$ cat src/verilog/spc_pkg.sv
// Purpose: Constants for the strap configuration loader
// Assumes: Straps are static board levels, synchronous to i_clock
// Notes: Register images are the parallel-mode register contents
package spc_pkg;
	// ****************************************************************
	// Register image fields
	// ****************************************************************
	localparam int SPC_ENABLE_BIT = 6;
	localparam int SPC_SEL_LSB = 0;
	localparam int SPC_PE_LSB = 2;
	localparam int SPC_OTO_BIT = 1;
	localparam int SPC_OCL_BIT = 0;
	localparam logic [7:0] SPC_REG_ZERO = 8'h00;
	localparam logic [7:0] SPC_REG_ONES = 8'hFF;
	localparam logic [7:0] SPC_AUX_MODE_FIXED = 8'h40;
	// ****************************************************************
	// Source codes
	// ****************************************************************
	localparam logic [1:0] SPC_SRC_A = 2'h0;
	localparam logic [1:0] SPC_SRC_B = 2'h1;
	localparam logic [1:0] SPC_SRC_C = 2'h2;
	localparam logic [1:0] SPC_SRC_D = 2'h3;
	localparam logic [3:0] SPC_ONEHOT_A = 4'h1;
	localparam logic [3:0] SPC_ONEHOT_B = 4'h2;
	localparam logic [3:0] SPC_ONEHOT_C = 4'h4;
	localparam logic [3:0] SPC_ONEHOT_D = 4'h8;
	localparam int SPC_LANES = 4;
	// ****************************************************************
	// Loader states
	// ****************************************************************
	typedef enum logic [2:0]
	{
		SPC_ST_RESET = 3'h1,
		SPC_ST_STRAP = 3'h2,
		SPC_ST_SERIAL = 3'h4
	} spc_state_t;
endpackage : spc_pkg

$ cat src/verilog/spc_lane_mux.sv
// Purpose: One 4:1 lane selector with registered output
// Assumes: Select is one-hot
// Notes: Used for high-speed and auxiliary lanes alike
`timescale 1ns/10ps
module spc_lane_mux
(
	input wire logic i_clock,
	input wire logic i_rstn,
	input wire logic [3:0] i_sel_onehot,
	input wire logic i_gate,
	input wire logic [3:0] i_src,
	output logic o_lane
);
	logic lane_reg;
	logic lane_next;
	// Gate low parks the lane quiet instead of passing a source
	assign lane_next = i_gate & |(i_sel_onehot & i_src);
	always_ff @(posedge i_clock or negedge i_rstn)
	begin
		if (!i_rstn)
			lane_reg <= 1'b0;
		else
			lane_reg <= lane_next;
	end
	assign o_lane = lane_reg;
endmodule : spc_lane_mux

$ cat src/verilog/spc_strap_loader.sv
// Purpose: Decode parallel configuration straps into switch settings
// Assumes: Serial interface logic reports its first access as a pulse
// Notes: Straps are captured once, at the first edge after reset release
`timescale 1ns/10ps
module spc_strap_loader
(
	input wire logic i_clock,
	input wire logic i_rstn,
	input wire logic i_link_enable_strap,
	input wire logic [1:0] i_source_select_strap,
	input wire logic i_equalizer_level_strap,
	input wire logic [1:0] i_preemphasis_level_strap,
	input wire logic i_output_termination_strap,
	input wire logic i_output_current_strap,
	input wire logic i_serial_access,
	input wire logic [3:0] i_lane_a,
	input wire logic [3:0] i_lane_b,
	input wire logic [3:0] i_lane_c,
	input wire logic [3:0] i_lane_d,
	input wire logic [3:0] i_aux_a,
	input wire logic [3:0] i_aux_b,
	input wire logic [3:0] i_aux_c,
	input wire logic [3:0] i_aux_d,
	output logic [3:0] o_lane_out,
	output logic [3:0] o_aux_com,
	output logic o_strap_mode,
	output logic o_standby,
	output logic [7:0] o_link_mode_control,
	output logic [7:0] o_side_channel_mode_control,
	output logic [7:0] o_input_termination_control,
	output logic [7:0] o_input_equalizer_control,
	output logic [7:0] o_output_driver_settings
);
	// ****************************************************************
	// Capture control
	// ****************************************************************
	spc_pkg::spc_state_t state_reg;
	spc_pkg::spc_state_t state_next;
	logic load;
	logic en_reg;
	logic [1:0] sel_reg;
	logic eq_reg;
	logic [1:0] pe_reg;
	logic oto_reg;
	logic ocl_reg;
	logic [3:0] sel_onehot;
	logic strap_live;
	logic link_on;
	logic [7:0] link_mode_next;
	logic [7:0] aux_mode_next;
	logic [7:0] driver_next;
	logic [7:0] link_mode_reg;
	logic [7:0] aux_mode_reg;
	logic [7:0] eq_ctl_reg;
	logic [7:0] driver_reg;
	logic standby_reg;
	logic strap_mode_reg;

	always_comb
	begin
		state_next = state_reg;
		unique case (state_reg)
			spc_pkg::SPC_ST_RESET: state_next = i_serial_access ? spc_pkg::SPC_ST_SERIAL
				: spc_pkg::SPC_ST_STRAP;
			spc_pkg::SPC_ST_STRAP: if (i_serial_access) state_next = spc_pkg::SPC_ST_SERIAL;
			spc_pkg::SPC_ST_SERIAL: state_next = spc_pkg::SPC_ST_SERIAL;
			default: state_next = spc_pkg::SPC_ST_RESET;
		endcase
	end

	// Sample once after release; later strap moves need a reset to take effect
	assign load = (state_reg == spc_pkg::SPC_ST_RESET) && !i_serial_access;

	always_ff @(posedge i_clock or negedge i_rstn)
	begin
		if (!i_rstn)
			state_reg <= spc_pkg::SPC_ST_RESET;
		else
			state_reg <= state_next;
	end

	always_ff @(posedge i_clock or negedge i_rstn)
	begin
		if (!i_rstn)
		begin
			en_reg <= 1'b0;
			sel_reg <= spc_pkg::SPC_SRC_A;
			eq_reg <= 1'b0;
			pe_reg <= 2'h0;
			oto_reg <= 1'b0;
			ocl_reg <= 1'b0;
		end
		else if (load)
		begin
			en_reg <= i_link_enable_strap;
			sel_reg <= i_source_select_strap;
			eq_reg <= i_equalizer_level_strap;
			pe_reg <= i_preemphasis_level_strap;
			oto_reg <= i_output_termination_strap;
			ocl_reg <= i_output_current_strap;
		end
	end

	// ****************************************************************
	// Decode
	// ****************************************************************
	assign sel_onehot = (sel_reg == spc_pkg::SPC_SRC_A) ? spc_pkg::SPC_ONEHOT_A
		: (sel_reg == spc_pkg::SPC_SRC_B) ? spc_pkg::SPC_ONEHOT_B
		: (sel_reg == spc_pkg::SPC_SRC_C) ? spc_pkg::SPC_ONEHOT_C
		: spc_pkg::SPC_ONEHOT_D;
	// Strap mode starts once the images hold captured values, so nothing shows reset zeros
	assign strap_live = (state_reg == spc_pkg::SPC_ST_STRAP)
		&& (state_next == spc_pkg::SPC_ST_STRAP);
	// Lanes stay quiet until straps are captured and while serial control owns the switch
	assign link_on = en_reg && strap_live;
	assign aux_mode_next = spc_pkg::SPC_AUX_MODE_FIXED | {6'h00, sel_reg};

	always_comb
	begin
		link_mode_next = spc_pkg::SPC_REG_ZERO;
		link_mode_next[spc_pkg::SPC_ENABLE_BIT] = en_reg;
		link_mode_next[spc_pkg::SPC_SEL_LSB +: 2] = sel_reg;
	end

	always_comb
	begin
		driver_next = spc_pkg::SPC_REG_ZERO;
		driver_next[spc_pkg::SPC_PE_LSB +: 2] = pe_reg;
		driver_next[spc_pkg::SPC_OTO_BIT] = oto_reg;
		driver_next[spc_pkg::SPC_OCL_BIT] = ocl_reg;
	end

	// ****************************************************************
	// Register images
	// ****************************************************************
	always_ff @(posedge i_clock or negedge i_rstn)
	begin
		if (!i_rstn)
		begin
			link_mode_reg <= spc_pkg::SPC_REG_ZERO;
			aux_mode_reg <= spc_pkg::SPC_REG_ZERO;
		end
		else
		begin
			link_mode_reg <= link_mode_next;
			aux_mode_reg <= aux_mode_next;
		end
	end

	always_ff @(posedge i_clock or negedge i_rstn)
	begin
		if (!i_rstn)
		begin
			eq_ctl_reg <= spc_pkg::SPC_REG_ZERO;
			driver_reg <= spc_pkg::SPC_REG_ZERO;
		end
		else
		begin
			// Equalizer strap fans out to every lane bit of the equalizer word
			eq_ctl_reg <= eq_reg ? spc_pkg::SPC_REG_ONES : spc_pkg::SPC_REG_ZERO;
			driver_reg <= driver_next;
		end
	end

	// ****************************************************************
	// Status
	// ****************************************************************
	always_ff @(posedge i_clock or negedge i_rstn)
	begin
		if (!i_rstn)
		begin
			standby_reg <= 1'b1;
			strap_mode_reg <= 1'b0;
		end
		else
		begin
			standby_reg <= !link_on;
			strap_mode_reg <= strap_live;
		end
	end

	// ****************************************************************
	// Lane routing
	// ****************************************************************
	genvar n;
	generate
		for (n = 0; n < spc_pkg::SPC_LANES; n++)
		begin : g_lane
			spc_lane_mux u_hs
			(
				.i_clock(i_clock),
				.i_rstn(i_rstn),
				.i_sel_onehot(sel_onehot),
				.i_gate(link_on),
				.i_src({i_lane_d[n], i_lane_c[n], i_lane_b[n], i_lane_a[n]}),
				.o_lane(o_lane_out[n])
			);
			spc_lane_mux u_aux
			(
				.i_clock(i_clock),
				.i_rstn(i_rstn),
				.i_sel_onehot(sel_onehot),
				.i_gate(strap_live),
				.i_src({i_aux_d[n], i_aux_c[n], i_aux_b[n], i_aux_a[n]}),
				.o_lane(o_aux_com[n])
			);
		end
	endgenerate

	assign o_strap_mode = strap_mode_reg;
	assign o_standby = standby_reg;
	assign o_link_mode_control = link_mode_reg;
	assign o_side_channel_mode_control = aux_mode_reg;
	// Input terminations are never switched on from straps
	assign o_input_termination_control = spc_pkg::SPC_REG_ZERO;
	assign o_input_equalizer_control = eq_ctl_reg;
	assign o_output_driver_settings = driver_reg;
endmodule : spc_strap_loader

$ cat config.mk
export PLATFORM = sky130hd
export DESIGN_NAME = spc_strap_loader
export DESIGN_NICKNAME = d
export VERILOG_FILES = /design/src/verilog/spc_pkg.sv /design/src/verilog/spc_lane_mux.sv /design/src/verilog/spc_strap_loader.sv
export SDC_FILE = /design/constraint.sdc
export NUM_CORES = 1
export LEC_CHECK = 0
export ABC_CLOCK_PERIOD_IN_PS = 2500
export BUFFER_PORTS_ARGS = -buffer_cell sky130_fd_sc_hd__buf_2
export CAP_MARGIN = 20
export CELL_PAD_IN_SITES_DETAIL_PLACEMENT = 1
export CELL_PAD_IN_SITES_GLOBAL_PLACEMENT = 2
export CORE_AREA = 2 2 78 80
export CTS_CLUSTER_DIAMETER = 100
export DETAILED_ROUTE_END_ITERATION = 12
export DIE_AREA = 0 0 80 82
export PLACE_DENSITY = 0.77
export SKIP_CTS_REPAIR_TIMING = 1
export SYNTH_ARGS = -nofsm -noshare
export SYNTH_HDL_FRONTEND = slang
export SYNTH_HIERARCHICAL = 1
export SYNTH_SLANG_ARGS = --single-unit
$ cat constraint.sdc
create_clock -name i_clock -period 2.5 [get_ports i_clock]
set_clock_uncertainty 0.1 [all_clocks]
set_input_delay 0.75 -clock i_clock [delete_from_list [all_inputs] [get_ports i_clock]]
set_output_delay 0.75 -clock i_clock [all_outputs]
set_load 0.05 [all_outputs]
==> reports/qor.yml <==
run_status: "finished, final reports clean"
fin_crit_sh: 0.757
path_cells: "buf_2"
antennaDiodeCount: 0
postRouteAntennaNets: 0
initial_core_util: 0.238
crit_arrival_ns: 1.04
p_leak_nw: 0.888
critPathRequiredTime_ns: 1.65
cts_sinks: 30
hpwl_um: 2510
p_total_w: 0.00236
ys_types: 18
ff2ff_path_depth: 2
synth_area_per_cell_um2: 12.6
tightest_slew_ns: 0.727
synth_top_area_share: 0.511
final_max_slew_viol_count: 0
h-tree-depth: 2
crit_buf_inv: 1
clk_latency_ns: 0.28
drive_gt1_frac: 0.497
max_freq_ghz: 0.529
fin_cells: 252
ir_drop_mv: 0.499
period_needed_ns: 1.89
crit_family: "flip-flops"
path_clk_slew_ns: 0.06
io_pins: 93
final_cell_mix: "buf_2 (70), dfrtp_1 (28), conb_1 (23), a22oi_1 (16)"
cts_root_buffer: "clkbuf_8"
min_from: "pe_reg[0]"
layout.nets: 220
critPathLaunch: "o_standby"
reg2reg_to: "oto_reg"
grt_max_degree: 31
numPortBuffers: 70
final_common_cell: "buf_2"
synthTopCellsByArea: "dfrtp_1 (51%), buf_4 (17%), a22oi_1 (8.8%)"
vias: 1000
placementRows: 28
gp_congestion: 0.677
grt.overflow.total: 0
crit_end: "o_standby"
synthToLayoutAreaGrowth_pct: 27.3
netlist_area_um2: 1370
synthCells: 109
synthFlopType: "dfrtp_1"
ys_seq_area_frac: 0.550
wirelength_um: 3180
tritoncts: "built"
cts_made_buffers: 5
grt_pass1_wl_um: 5040
dp_cells: 245
reg2reg_slack_ns: 0.81
r2r_start: "state_reg[0]"
setup_violations: 0
worst_setup_path_end_kind: "primary output"
yosysWarningCount: 6
cts.path.max_buffers: 2
ys_async_sr_fraction: 1.00
rsz0062_at_grt: "false"
power_density_nw_per_um2: 1360
first_global_vias: 1036
yosysTopAreaCell: "dfrtp_1"
path_class: "flip-flop to primary output"
drt_iter0_drc: 28
grt_usage: 0.106
wl_per_cell_um: 12.6
dieArea_um2: 6560
path_depth: 1
fin_setup_tns_ns: 0
startpoint_type: "flip-flop"
slowest_stage: "dfstp_2"
avgViaCountPerCell: 3.97
critPathMaxFanout: 1
post-route-drc-count: 0
antenna_found_initial: 0
synth_edf_count: 0
finalHoldViolCount: 0
slew_headroom: 0.515
cap_violations: 0
core-area_um2: 5750
die_x_um: 80
dieHeight_um: 82
max_stage_delay_ns: 0.51
first_pass_iters: 4
synth_seq_cells: 30
hold_path.class: "flip-flop to flip-flop"
[area by class of cell]
type	count	area (µm²)
Tap cell	75	93.8
Fill cell	687	4000
Timing Repair Buffer	71	358
Multi-Input combinational cell	68	459
Sequential cell	30	753
Clock buffer	7	76.3
Inverter	1	3.75
[worst min path at each step]
stage / to / cells past startpoint
after CTS: o_output_driver_settings[3] / 0
final: o_output_driver_settings[2] / 0
after floorplan: o_input_equalizer_control[4] / 0
after global routing: o_output_driver_settings[0] / 0
after detailed placement: o_output_driver_settings[3] / 0
after global placement: o_output_driver_settings[3] / 0
[metrics by stage]
| step | hold WS, ns | worst slack (ns) | util | cell area [µm²] |
|---|---|---|---|---|
| after floorplan | 0.250 | 0.654 | - | 1450 |
| after global placement | 0.258 | 0.427 | 0.290 | 1670 |
| after detailed placement | 0.259 | 0.417 | 0.290 | 1670 |
| after CTS | 0.274 | 0.594 | 0.304 | 1740 |
| after global routing | 0.295 | 0.576 | 0.304 | 1740 |
| final | 0.273 | 0.609 | 0.304 | 1740 |
[synth_stat cells, types with 2 or more instances]
| master | count |
|---|---|
| nor3b_1 | 2 |
| nor2b_1 | 2 |
| a22oi_1 | 16 |
| dfrtp_1 | 28 |
| conb_1 | 2 |
| dfstp_2 | 2 |
| mux2_2 | 8 |
| a21boi_1 | 8 |
| and2_1 | 2 |
| buf_4 | 31 |
[kinds of logic after synthesis]
family / after synthesis / synth area share
buffers and inverters: 32 / 0.173
and+or+nand+nor: 10 / 0.0584
muxes: 8 / 0.0658
DFF: 30 / 0.550
xor gates and xnor gates: 1 / 0.00639
other: 2 / 0.00548
AOI/OAI and AO/OA: 26 / 0.142
[routing by layer]
metal / global-route usage / wire [µm] / part of all wire / up-vias
li1: - / - / - / 463
met1: 0.120 / 1310 / 0.41 / 474
met2: 0.169 / 1570 / 0.49 / 56
met3: 0.0341 / 230 / 0.072 / 7
met4: 0.0729 / 70 / 0.022 / 0
met5: 0 / 0 / 0 / -
[where the power goes]
group	internal [W]	switching (W)
registers	0.000662	0.000119
clock network	0.000191	0.000164
logic	0.000325	0.000903
Note: power is estimated with default switching activity, not from simulation.
